### src/design/sld_params.svh
`ifndef SLD_PARAMS_SVH
`define SLD_PARAMS_SVH

// Backplane geometry
`define SLD_NUM_BACKPLANE 4
`define SLD_STEPS_PER_FRAME 8
`define SLD_STEP_W 3

// Default panel width: cells of two segment lines
`define SLD_NUM_CELLS 4
`define SLD_SPLIT_DEFAULT 6

// Refresh range of typical glass, in Hz
`define SLD_REFRESH_MIN_HZ 30
`define SLD_REFRESH_MAX_HZ 200

// Byte layout of one cell
`define SLD_CELL_LOW_MSB 7
`define SLD_CELL_LOW_LSB 4
`define SLD_CELL_HIGH_MSB 3
`define SLD_CELL_HIGH_LSB 0

// Output reset values
`define SLD_SEG_RESET 1'b0

`endif

### src/design/sld_pkg.sv
package sld_pkg;
	typedef struct packed {
		logic [3:0] level;
		logic [3:0] drive_en;
	} sld_backplane_t;

	typedef struct packed {
		logic wr_en;
		logic [7:0] addr;
		logic [7:0] data;
	} sld_cell_wr_t;
endpackage

### src/design/sld_cell_mem.sv
`include "sld_params.svh"

// Character memory: one byte per cell, registered read
module sld_cell_mem #(
	parameter int NUM_CELLS = `SLD_NUM_CELLS
) (
	input wire logic clk,
	input wire logic rst_b,
	input wire sld_pkg::sld_cell_wr_t wr,
	output logic [NUM_CELLS*8-1:0] rd_data
);
	logic [7:0] mem_r [NUM_CELLS];
	logic [7:0] mem_nxt [NUM_CELLS];
	logic [NUM_CELLS*8-1:0] rd_nxt;

	always_comb begin
		for (int i = 0; i < NUM_CELLS; i++) begin
			mem_nxt[i] = mem_r[i];
			if (wr.wr_en && (wr.addr == 8'(i))) begin
				mem_nxt[i] = wr.data;
			end
			rd_nxt[i*8 +: 8] = mem_nxt[i];
		end
	end

	always_ff @(posedge clk) begin
		if (!rst_b) begin
			for (int i = 0; i < NUM_CELLS; i++) begin
				mem_r[i] <= 8'h00;
			end
			rd_data <= '0;
		end else begin
			mem_r <= mem_nxt;
			rd_data <= rd_nxt;
		end
	end
endmodule

### src/design/sld_driver.sv
`include "sld_params.svh"

module sld_driver #(
	parameter int NUM_CELLS = `SLD_NUM_CELLS,
	parameter int SPLIT = `SLD_SPLIT_DEFAULT
) (
	input wire logic clk,
	input wire logic rst_b,
	input wire logic refresh_step_tick,
	input wire sld_pkg::sld_cell_wr_t cell_wr,
	output sld_pkg::sld_backplane_t backplane_line,
	output logic [SPLIT-1:0] segment_line_low_port,
	output logic [2*NUM_CELLS-SPLIT-1:0] segment_line_high_port,
	output logic frame_start
);
	localparam int NSEG = 2 * NUM_CELLS;

	////////////////////////////////////////////////////////////
	// Step sequencer
	typedef enum logic [7:0] {
		SLD_S0 = 8'h01,
		SLD_S1 = 8'h02,
		SLD_S2 = 8'h04,
		SLD_S3 = 8'h08,
		SLD_S4 = 8'h10,
		SLD_S5 = 8'h20,
		SLD_S6 = 8'h40,
		SLD_S7 = 8'h80
	} sld_step_t;

	sld_step_t step_r, step_nxt;
	logic [1:0] bp_idx;
	logic odd_step;

	always_comb begin
		step_nxt = step_r;
		bp_idx = 2'h0;
		odd_step = 1'b0;
		unique case (step_r)
			SLD_S0: begin
				bp_idx = 2'h0;
				odd_step = 1'b0;
				step_nxt = SLD_S1;
			end
			SLD_S1: begin
				bp_idx = 2'h0;
				odd_step = 1'b1;
				step_nxt = SLD_S2;
			end
			SLD_S2: begin
				bp_idx = 2'h1;
				odd_step = 1'b0;
				step_nxt = SLD_S3;
			end
			SLD_S3: begin
				bp_idx = 2'h1;
				odd_step = 1'b1;
				step_nxt = SLD_S4;
			end
			SLD_S4: begin
				bp_idx = 2'h2;
				odd_step = 1'b0;
				step_nxt = SLD_S5;
			end
			SLD_S5: begin
				bp_idx = 2'h2;
				odd_step = 1'b1;
				step_nxt = SLD_S6;
			end
			SLD_S6: begin
				bp_idx = 2'h3;
				odd_step = 1'b0;
				step_nxt = SLD_S7;
			end
			SLD_S7: begin
				bp_idx = 2'h3;
				odd_step = 1'b1;
				step_nxt = SLD_S0;
			end
			default: begin
				step_nxt = SLD_S0;
			end
		endcase
		if (!refresh_step_tick) begin
			step_nxt = step_r;
		end
	end

	////////////////////////////////////////////////////////////
	// Character memory
	logic [NUM_CELLS*8-1:0] cells;

	sld_cell_mem #(
		.NUM_CELLS(NUM_CELLS)
	) u_mem (
		.clk(clk),
		.rst_b(rst_b),
		.wr(cell_wr),
		.rd_data(cells)
	);

	////////////////////////////////////////////////////////////
	// Segment pattern for the active backplane
	logic [NSEG-1:0] lit_vec;

	for (genvar c = 0; c < NUM_CELLS; c++) begin : g_cell
		logic [3:0] nib_lo;
		logic [3:0] nib_hi;
		assign nib_lo = cells[c*8+`SLD_CELL_LOW_LSB +: 4];
		assign nib_hi = cells[c*8+`SLD_CELL_HIGH_LSB +: 4];
		assign lit_vec[2*c] = nib_lo[bp_idx];
		assign lit_vec[2*c+1] = nib_hi[bp_idx];
	end

	////////////////////////////////////////////////////////////
	// Output registers
	sld_pkg::sld_backplane_t bp_r, bp_nxt;
	logic [NSEG-1:0] seg_r, seg_nxt;
	logic frame_r, frame_nxt;

	always_comb begin
		bp_nxt = bp_r;
		seg_nxt = seg_r;
		frame_nxt = 1'b0;
		if (refresh_step_tick) begin
			if (!odd_step) begin
				bp_nxt.drive_en = 4'h0;
				bp_nxt.drive_en[bp_idx] = 1'b1;
				bp_nxt.level = 4'h0;
				seg_nxt = lit_vec;
				frame_nxt = (step_r == SLD_S0);
			end else begin
				bp_nxt.level[bp_idx] = 1'b1;
				seg_nxt = ~seg_r;
			end
		end
	end

	always_ff @(posedge clk) begin
		if (!rst_b) begin
			step_r <= SLD_S0;
			bp_r <= '0;
			seg_r <= {NSEG{`SLD_SEG_RESET}};
			frame_r <= 1'b0;
		end else begin
			step_r <= step_nxt;
			bp_r <= bp_nxt;
			seg_r <= seg_nxt;
			frame_r <= frame_nxt;
		end
	end

	assign backplane_line = bp_r;
	assign segment_line_low_port = seg_r[SPLIT-1:0];
	assign segment_line_high_port = seg_r[NSEG-1:SPLIT];
	assign frame_start = frame_r;

	////////////////////////////////////////////////////////////
	// Checks
	logic tick_q;
	logic [1:0] idx_q;
	logic [NSEG-1:0] lit_q;
	always_ff @(posedge clk) begin
		tick_q <= refresh_step_tick;
		idx_q <= bp_idx;
		lit_q <= lit_vec;
	end

	chk_single_drive: assert property (@(posedge clk) disable iff (!rst_b)
		$countones(bp_r.drive_en) <= 1)
		else $error("more than one backplane driven");
	chk_even_low: assert property (@(posedge clk) disable iff (!rst_b)
		refresh_step_tick && !odd_step |=> bp_r.drive_en[idx_q] && !bp_r.level[idx_q])
		else $error("even step backplane not low");
	chk_odd_high: assert property (@(posedge clk) disable iff (!rst_b)
		refresh_step_tick && odd_step |=> bp_r.drive_en[idx_q] && bp_r.level[idx_q])
		else $error("odd step backplane not high");
	chk_seg_load: assert property (@(posedge clk) disable iff (!rst_b)
		refresh_step_tick && !odd_step |=> seg_r == lit_q)
		else $error("segments not loaded from memory");
	chk_seg_invert: assert property (@(posedge clk) disable iff (!rst_b)
		refresh_step_tick && odd_step |=> seg_r == ~$past(seg_r))
		else $error("segments not inverted");
	chk_hold_idle: assert property (@(posedge clk) disable iff (!rst_b)
		!refresh_step_tick |=> $stable(seg_r) && $stable(bp_r) && $stable(step_r))
		else $error("outputs moved without tick");
	chk_step_order: assert property (@(posedge clk) disable iff (!rst_b)
		refresh_step_tick && step_r == SLD_S7 |=> step_r == SLD_S0)
		else $error("sequence did not wrap");
	chk_frame_pulse: assert property (@(posedge clk) disable iff (!rst_b)
		frame_r |-> $past(step_r) == SLD_S0 && tick_q)
		else $error("frame start misplaced");
	chk_reset_state: assert property (@(posedge clk)
		!rst_b |=> bp_r.drive_en == 4'h0 && seg_r == '0 && step_r == SLD_S0)
		else $error("reset state wrong");
	// Only the current backplane driven after an even step
	chk_float_rest: assert property (@(posedge clk) disable iff (!rst_b)
		refresh_step_tick && !odd_step |=> bp_r.drive_en == (4'h1 << idx_q))
		else $error("previous backplane not floated");

	cov_wrap: cover property (@(posedge clk) disable iff (!rst_b) refresh_step_tick && step_r == SLD_S7);
	cov_write: cover property (@(posedge clk) disable iff (!rst_b) cell_wr.wr_en && refresh_step_tick);
	cov_lit: cover property (@(posedge clk) disable iff (!rst_b) refresh_step_tick && !odd_step && |lit_vec);
	cov_bad_addr: cover property (@(posedge clk) disable iff (!rst_b) cell_wr.wr_en && cell_wr.addr >= 8'(NUM_CELLS));
endmodule

### config.mk
export PLATFORM = sky130hd
export DESIGN_NAME = sld_driver
export DESIGN_NICKNAME = d
export VERILOG_FILES = /design/src/design/sld_pkg.sv /design/src/design/sld_cell_mem.sv /design/src/design/sld_driver.sv
export VERILOG_INCLUDE_DIRS = /design/src /design/src/design
export SDC_FILE = /design/constraint.sdc
export NUM_CORES = 1
export LEC_CHECK = 0
export BUFFER_PORTS_ARGS = -buffer_cell sky130_fd_sc_hd__buf_2
export CAP_MARGIN = 20
export CORE_MARGIN = 4
export CORE_UTILIZATION = 44
export CTS_BUF_LIST = sky130_fd_sc_hd__clkbuf_8
export CTS_CLUSTER_DIAMETER = 120
export CTS_CLUSTER_SIZE = 12
export DETAILED_ROUTE_END_ITERATION = 8
export GPL_TIMING_DRIVEN = 0
export PLACE_DENSITY = 0.63
export REMOVE_ABC_BUFFERS = 1
export SYNTH_ARGS = -nofsm -noshare
export SYNTH_HDL_FRONTEND = slang
export SYNTH_HIERARCHICAL = 1
export SYNTH_SLANG_ARGS = --single-unit
### constraint.sdc
create_clock -name clk -period 3.8 [get_ports clk]
set_input_delay 0.57 -clock clk [delete_from_list [all_inputs] [get_ports clk]]
set_output_delay 0.57 -clock clk [all_outputs]
set_load 0.005 [all_outputs]
## After elaboration in Yosys (flattened, before gate mapping)

Cells that the tools add are included.

- Bits in registers: 89
- Output and inout port bits: 17
- Word-level logic and storage cells: 67

- $lt $le $gt $ge: 2
- Equal/unequal tests: 11
- Multiplexer cells: 27
- Bitwise operators: 5
- Reductions and logical operators: 12

Operators with widths:

| cell | count |
|---|---|
| case mux 8 bit (7 select lines) | 1 |
| two-way mux 8 bit | 5 |
| == test 8 x 2 -> 1 bit (second input constant) | 3 |
| binary-select mux 1 bit (select 2 bit) | 8 |
| == test 8 x 1 -> 1 bit (second input constant) | 2 |
| two-way mux 1 bit | 10 |
| == test 8 x 3 -> 1 bit (second input constant) | 1 |
| == test 8 x 4 -> 1 bit (second input constant) | 1 |
| == test 8 x 5 -> 1 bit (second input constant) | 1 |
| == test 8 x 6 -> 1 bit (second input constant) | 1 |
| == test 8 x 7 -> 1 bit (second input constant) | 1 |
| == test 8 bit (second input constant) | 1 |
| logical NOT 8 bit | 1 |
| inverter 8 bit | 1 |
| case mux 2 bit (3 select lines) | 1 |
| OR reduction 2 bit | 3 |
| logical AND 1 bit | 5 |
| two-way mux 4 bit | 1 |
| bitwise OR 4 bit | 1 |
| OR reduction 4 bit | 1 |
| < comparator 2 x 3 -> 1 bit (second input constant) | 1 |
| inverter 1 bit | 3 |
| OR reduction 3 bit | 1 |
| demux 1 bit (select 2 bit) | 1 |
| other kinds (2) | 2 |

## Depth between registers and ports, before layout

Gate-level depths: netlist of run 1.

- Word-level depth: 9
- Gate-level depth with buffers: 7
- Depth with buffers taken out: 5

## Hierarchy

Netlist of run 1, hierarchy kept.

By module, submodules not included:

| module | instances | cells an instance | area an instance (um^2) | sequential area each (um^2) |
|---|---|---|---|---|
| sld_driver | 1 | 178 | 1,490.2 | 500.5 |
| sld_cell_mem | 1 | 117 | 1,237.4 | 640.6 |

## Worst setup path before layout of run 1

No wires, ideal clock.

- Kind: input to register
- From: input refresh_step_tick
- To: register seg_r[3]
- Arrival: 1.611 ns
- Data required time: 3.664 ns
- Setup slack: 2.052 ns
- Cell stages on the path: 5
- Buffers on the path: 1
- Cells stage by stage: clkinv_1 > a221o_1 > buf_6 > a2111oi_2 > a211oi_1

RTL lines:

| what | RTL line | text |
|---|---|---|
| start: declaration | sld_driver.sv:9 | `input wire logic refresh_step_tick,` |
| end signal: assignment | sld_driver.sv:143 | `` seg_r <= {NSEG{`SLD_SEG_RESET}}; `` |
| end signal: assignment | sld_driver.sv:148 | `seg_r <= seg_nxt;` |
| end: declaration | sld_driver.sv:118 | `logic [NSEG-1:0] seg_r, seg_nxt;` |

## Worst setup path in the final report of run 1

- From: register step_r[5]
- To: register seg_r[1]

- Word-level cells in the longest chain between the ends: 6
- Elaborated cells on any way between the ends: 16

Ends and longest elaborated chain:

| what | RTL line | text |
|---|---|---|
| start: declaration | sld_driver.sv:31 | `sld_step_t step_r, step_nxt;` |
| start signal: assignment | sld_driver.sv:146 | `step_r <= step_nxt;` |
| == test 8 x 7 -> 1 bit (tied with other cells) | sld_driver.sv:39 | `unique case (step_r)` |
| OR reduction 2 bit (no line) | - |  |
| case mux 2 bit (3 select lines) | sld_driver.sv:39 |  |
| binary-select mux 1 bit (select 2 bit) | sld_driver.sv:112 | `assign lit_vec[2*c+1] = nib_hi[bp_idx];` |
| two-way mux 1 bit (implied by the code) | sld_driver.sv:112 |  |
| two-way mux 8 bit (*) | sld_driver.sv:126 | `if (!odd_step) begin` |

Mark *: on every way between the ends. The rest lies on a longest branch, timed or not. The select of a mux whose other input is x is not followed.
A chain may end at the register's enable or synchronous reset.

==> results of run 1 <==
-- sequential cells by signal, indices dropped and copies added, names as in the netlist --
register	cells
backplane_line	8
frame_start	1
seg_r	8
step_r	8
u_mem/rd_data	32
-- power by group through the flow --
| stage | clock [mW] | combinational, mW | sequential, mW |
|---|---|---|---|
| CTS | 0.526 | 0.0941 | 0.616 |
| global route | 0.552 | 0.104 | 0.618 |
| global placement | 0 | 0.0925 | 0.629 |
| floorplan | 0 | 0.0496 | 0.629 |
| detailed placement | 0 | 0.0936 | 0.629 |
| finish | 0.513 | 0.0928 | 0.617 |
-- path summary, 6_finish.rpt --
path,startpoint,to,slack [ns],cells after the start
max,step_r[5],seg_r[1],1.07,5
max reg2reg,step_r[5],seg_r[1],1.07,5
min,seg_r[1],seg_r[1],0.46,1
min reg2reg,seg_r[1],seg_r[1],0.46,1
-- routing by layer --
| metal | vias up | global-route usage, % |
|---|---|---|
| met5 | - | 0 |
| met4 | 0 | 5.52 |
| met3 | 8 | 5.42 |
| met2 | 44 | 29.8 |
| met1 | 1009 | 23.3 |
| li1 | 1092 | - |
-- cells by family (layout without fill, tap and decap cells) --
logic type | Yosys count | count (layout)
AO/OA/AOI/OAI | 52 | 52
XOR/XNOR | 5 | 5
buffers and inverters | 24 | 52
flip-flops | 57 | 57
multiplexers | 36 | 36
AND/OR/NAND/NOR | 121 | 121
-- layout make-up --
type | instances | area share, %
Clock buffer | 12 | 5.42
Clock inverter | 3 | 0.492
Inverter | 1 | 0.123
Multi-Input combinational cell | 214 | 47.6
Sequential cell | 57 | 37.4
Tap cell | 75 | 3.08
Timing Repair Buffer | 36 | 5.91
-- Yosys cell counts (2+ instances only) --
library cell	instances	area, um2
a2111oi_0	3	26.3
and3_1	5	31.3
buf_2	4	20.0
nand4b_1	2	17.5
nor2_1	11	41.3
a2111oi_2	5	75.1
nor3_1	2	10.0
clkbuf_1	11	41.3
nor2b_1	4	25.0
xor2_1	3	26.3
buf_6	4	45.0
nand2_1	50	188
a21boi_0	7	52.6
nand4_1	4	25.0
nand3_1	19	95.1
a211oi_1	8	60.1
buf_4	3	22.5
nor2_2	3	18.8
mux2i_1	36	360
o21ai_0	11	55.1
and2_1	11	68.8
a21oi_1	12	60.1
nor3_2	2	20.0
dfxtp_1	57	1140
-- per-stage QoR --
stage / utilization (%) / area [um2]
floorplan: - / 2590
global placement: 48.2 / 2870
detailed placement: 48.2 / 2870
CTS: 51.2 / 3050
global route: 51.2 / 3050
finish: 51.2 / 3050
==> flow_summary.ini, run 1 <==
[finish]
final_common_cell = dfxtp_1
multi_input_area_mm2 = 0.00145
layout-drive-gt1-share_pct = 20.4
fill_cells = 587
final_nets = 339
instances_no_fill = 398
final_cell_mix = dfxtp_1 (57), nand2_1 (50), mux2i_1 (36), buf_2 (36), nand3_1 (19)
insertedDiodeCount = 0
area_growth_pct = 11.8
register_area_mm2 = 0.00114

[routing]
viasPerCell = 5.41
wl_per_cell_um = 15.8
drc = 0
dr.first_iter.drc_count = 93
antenna_left = 0
dr.pass1.iters = 4
routed_wl_mm = 6.30
vias = 2153
wl_met1_mm = 2.97
highest_layer = met4
route.met2.wl_mm = 3.00
wl_met3_um = 255

[grt]
grt_antenna_before_repair = 0
grt_pass1_wl_mm = 10.7
grt.total_usage_pct = 18.3
grt_pass1_vias = 2195
grt_max_degree = 63
gr-total-overflow = 0

[timing]
worstMarginPinSlew_ns = 1.03
skew_ns = 0.00319
slew_headroom_pct = 31.1
hold_viol_final = 0
rsz0062_at_grt = false
finalSetupViolations = 0
clock.fmax_mhz = 366
maxSlewViolCount = 0
whs_ns = 0.458
period_needed_ns = 2.73
min_period_over_period_pct = 71.8
layout_setup_ws_ns = 1.07
tns_ns = 0

[power_and_ir_drop]
comb_power_share_pct = 7.6
p_switching_mw = 0.294
switching_share_pct = 24.1
power_mw = 1.22
seqPwrFrac_pct = 50.4
p_per_area_mw_per_mm2 = 401
p_clk_share_pct = 42.0
peakVddDrop_uv = 350
p_leak_nw = 1.30
internal_power_mw = 0.929

[worst_setup_path]
cp_slowest_cell = nor2_1
cp.required_ns = 3.99
cp_data_arrival_time_ns = 2.92
worstPathCellList = nor2_1, and4_1, a21oi_4, a2111oi_0, a211oi_1
critPathTopFamily = simple AND/OR/NAND/NOR gates
critPathLaunchType = flop
cpPeakStageDelay_ns = 0.69
path_class = flop to flop
end_kind = flop
path_buf_inv = 0
worstPathMaxFanout = 13

[clock_tree]
cts_buffer_depth = 2
post_cts_buffers = 0
cts_buffers = 9
cts.sinks = 57
cts_hold_buffers = 0
cts_tree = yes
cts_resized = 0
cts_root_buf = clkbuf_8
htreeDepth = 3
clkLatencyLatePin_ns = 0.33
cts.reportedPaths.clkPinSlew_ns = 0.06

[floorplanning]
core.rowCount = 28
fp.dieH_um = 86.7
core_mm2 = 0.00596
start_util_pct = 45.8
die-area_mm2 = 0.00752
io_pins = 37
chipWidth_um = 86.7

[place]
dp.cells = 383
detailed_place_hpwl_mm = 4.17
port_buffers = 36
place_worst_setup_slack_ns = 0.931
routabilityCongestion = 0.752

[synthesis]
ys_async_sr_fraction_pct = 0
synth-main-ff-cell = dfxtp_1
synth_xor_area_share_pct = 2.29
synth_mux_area_share_pct = 13.2
avgSynthCellArea_um2 = 9.25
synth_cell_types = 42
synth_edf_count = 0
synth_seq_cells = 57
synthCells = 295
synthesis.area_mm2 = 0.00273
synth-compound-area-share_pct = 14.2
synth_top_family_by_area = simple AND/OR/NAND/NOR gates
yosys_warnings = 6
yosys.area_share.adder_pct = 0
synthSimpleGateAreaFrac_pct = 23.4
ys_seq_area_share_pct = 41.8

[run_status]
status = finished, final reports clean

[flow_run]
cap_violations = 0

[min_path]
hold_path_class = flop to flop
Power figures use the tool's default switching activity.
==> run 2, diff against run 1 <==
--- a/config.mk
+++ b/config.mk
@@ -6,6 +6,7 @@
 export SDC_FILE = /design/constraint.sdc
 export NUM_CORES = 1
 export LEC_CHECK = 0
+export ABC_AREA = 1
 export BUFFER_PORTS_ARGS = -buffer_cell sky130_fd_sc_hd__buf_2
 export CAP_MARGIN = 20
 export CORE_MARGIN = 4
@@ -15,7 +16,7 @@
 export CTS_CLUSTER_SIZE = 12
 export DETAILED_ROUTE_END_ITERATION = 8
 export GPL_TIMING_DRIVEN = 0
-export PLACE_DENSITY = 0.63
+export PLACE_DENSITY = 0.65
 export REMOVE_ABC_BUFFERS = 1
 export SYNTH_ARGS = -nofsm -noshare
 export SYNTH_HDL_FRONTEND = slang
==> constraint.sdc (replaced) <==
create_clock -name clk -period 2.45 [get_ports clk]
set_input_delay 0.3675 -clock clk [delete_from_list [all_inputs] [get_ports clk]]
set_output_delay 0.3675 -clock clk [all_outputs]
set_load 0.005 [all_outputs]
==> run 2 against run 1 <==
  * Clock-buffer cell count is the same
  * Wire length grew 4.8%
  * Register-to-register slack lost 0.59 ns
  * Clock skew grew 0.0041 ns
  * Global-route usage shrank 1.6 points
  * Synthesized area grew 9.5%
  * Combinational power grew 110%
  * Sequential cell count is the same
  * Sequential share of layout area shrank 2.9 points
  * Synthesized cell count grew 43%
  * Cell count grew 33%
  * Critical endpoint is now seg_r[0]
==> flow_summary.ini, run 2 <==
[finish]
area_growth_pct = 10.5
instances_no_fill = 531
fill_cells = 678
final_nets = 469
final_util_pct = 51.1
layout-drive-gt1-share_pct = 23.3
final_common_cell = nand2_1
insertedDiodeCount = 0
largest_reg_flops = 32
final_cell_mix = nand2_1 (88), nor2_1 (58), dfxtp_1 (57)
regMostFlops = u_mem/rd_data

[floorplanning]
io_pins = 37
die-area_mm2 = 0.00817
fp.dieH_um = 90.4
core.rowCount = 29
core_mm2 = 0.00646
chipWidth_um = 90.4
start_util_pct = 46.3

[timing]
finalSetupViolations = 0
maxSlewViolCount = 0
clock.fmax_mhz = 506
tns_ns = 0
skew_ns = 0.00733
worstMarginPinSlew_ns = 1.03
period_needed_ns = 1.97
whs_ns = 0.403
hold_viol_final = 0
min_period_over_period_pct = 80.6
slew_headroom_pct = 31.5
rsz0062_at_grt = false

[worst_setup_path]
end_kind = flop
r2r_cells = 9
path_class = flop to flop
critPathLaunchType = flop
worstPathMaxFanout = 11
cp.required_ns = 2.67
cp_data_arrival_time_ns = 2.19

[synthesis]
ys_seq_area_share_pct = 38.2
synthesis.area_mm2 = 0.00299
yosysMostFrequentCell = nand2_1
synth_edf_count = 0
yosys_warnings = 6
synth-main-ff-cell = dfxtp_1
ys_top_cells_by_area = dfxtp_1 (38%), nand2_1 (11%), nand3_1 (8.9%), a21oi_1 (8.0%), nor2_1 (7.4%)
synth_cell_types = 25
synth_seq_cells = 57
ys_async_sr_fraction_pct = 0
synth_common_cells = nand2_1 (88), nor2_1 (59), dfxtp_1 (57)
synthCells = 422
netlist.area_leader.share_pct = 38.2
synth_top_area_cell = dfxtp_1
avgSynthCellArea_um2 = 7.08

[grt]
grt_antenna_before_repair = 0
grt_pass1_vias = 2427
grt_max_degree = 47
grt.total_usage_pct = 16.7
gr-total-overflow = 0
grt_pass1_wl_mm = 11.3

[clock_tree]
cts_root_buf = clkbuf_8
clkLatencyLatePin_ns = 0.33
cts_buffers = 9
cts_hold_buffers = 0
cts_tree = yes
cts_buffer_depth = 2
htreeDepth = 3
cts.reportedPaths.clkPinSlew_ns = 0.06
cts.sinks = 57

[routing]
dr.first_iter.drc_count = 116
antenna_left = 0
dr.pass1.iters = 5
vias = 2681
drc = 0
routed_wl_mm = 6.60
viasPerCell = 5.05
wl_per_cell_um = 12.4

[place]
port_buffers = 36
routabilityCongestion = 0.820
dp.cells = 515
detailed_place_hpwl_mm = 4.40

[power_and_ir_drop]
peakVddDrop_uv = 407
p_per_area_mw_per_mm2 = 619
p_leak_nw = 1.48

[min_path]
hold_path_class = primary input to flop
hold_path_depth = 5

[run_status]
status = finished, final reports clean

[flow_run]
cap_violations = 0
==> run 2: changes by cell type in the layout (fill, tap and decap cells not counted), moves of 14 or more <==
cell | before | now
inv_1 | 0 | 27
a21oi_1 | 12 | 48
nand2_1 | 50 | 88
mux2i_1 | 36 | 0
nand3_1 | 19 | 53
nor2_1 | 11 | 58
nand2_2 | 0 | 14
==> run 2: worst paths after layout <==
path / start / end / slack (ns)
worst max-delay path: step_r[4] / seg_r[0] / 0.48
worst min-delay path: cell_wr[6] / u_mem/rd_data[6] / 0.40
worst max register to register: step_r[4] / seg_r[0] / 0.48
worst min register to register: backplane_line[4] / backplane_line[4] / 0.44
==> run 2: logic make-up after synthesis <==
family	share of synthesized area, %
DFF	38.2
and+or+nand+nor	39.0
buffers and inverters	10.3
AOI/OAI and AO/OA	12.5
==> run 2: per-stage QoR <==
step	power [mW]	instance area (um2)	setup WS, ns
floorplan	1.10	2820	0.783
global route	2.14	3300	0.215
finish	2.04	3300	0.476
global placement	1.17	3090	0.140
detailed placement	1.17	3090	0.171
CTS	2.07	3300	0.152
==> run 2: critical path, cell delays in order (launching register included) <==
cell      delay, ns
dfxtp_1        0.39
nor2_1         0.08
nand3_2        0.09
nor2_1         0.08
nor2_2         0.40
clkinv_1       0.41
nand2_1        0.14
nand3_1        0.12
nand2_1        0.09
a21oi_2        0.05
==> run 2: power by group <==
part | internal (mW) | switching (mW)
Combinational | 0.0609 | 0.132
Sequential | 0.945 | 0.0130
Clock | 0.544 | 0.348
Total | 1.55 | 0.493
==> run 2: layer usage <==
metal	vias to the layer above	global-route usage [%]	part of all wire (%)
li1	1408	-	-
met2	63	27.1	46
met3	6	5.75	6.1
met5	-	0	0
met1	1204	21.4	47
met4	0	3.83	0.79
==> run 2: layout make-up <==
| type | count | area (um2) | share of cell area [%] |
|---|---|---|---|
| Multi-Input combinational cell | 309 | 1540 | 46.7 |
| Clock inverter | 4 | 42.5 | 1.29 |
| Tap cell | 77 | 96.3 | 2.92 |
| Sequential cell | 57 | 1140 | 34.6 |
| Inverter | 36 | 135 | 4.09 |
| Timing Repair Buffer | 36 | 180 | 5.46 |
| Clock buffer | 12 | 165 | 5.00 |
==> run 2: what timing repair did <==
action,CTS,global route
buffers inserted,0,0
gates resized for setup,0,1
setup endpoints to repair,0,8
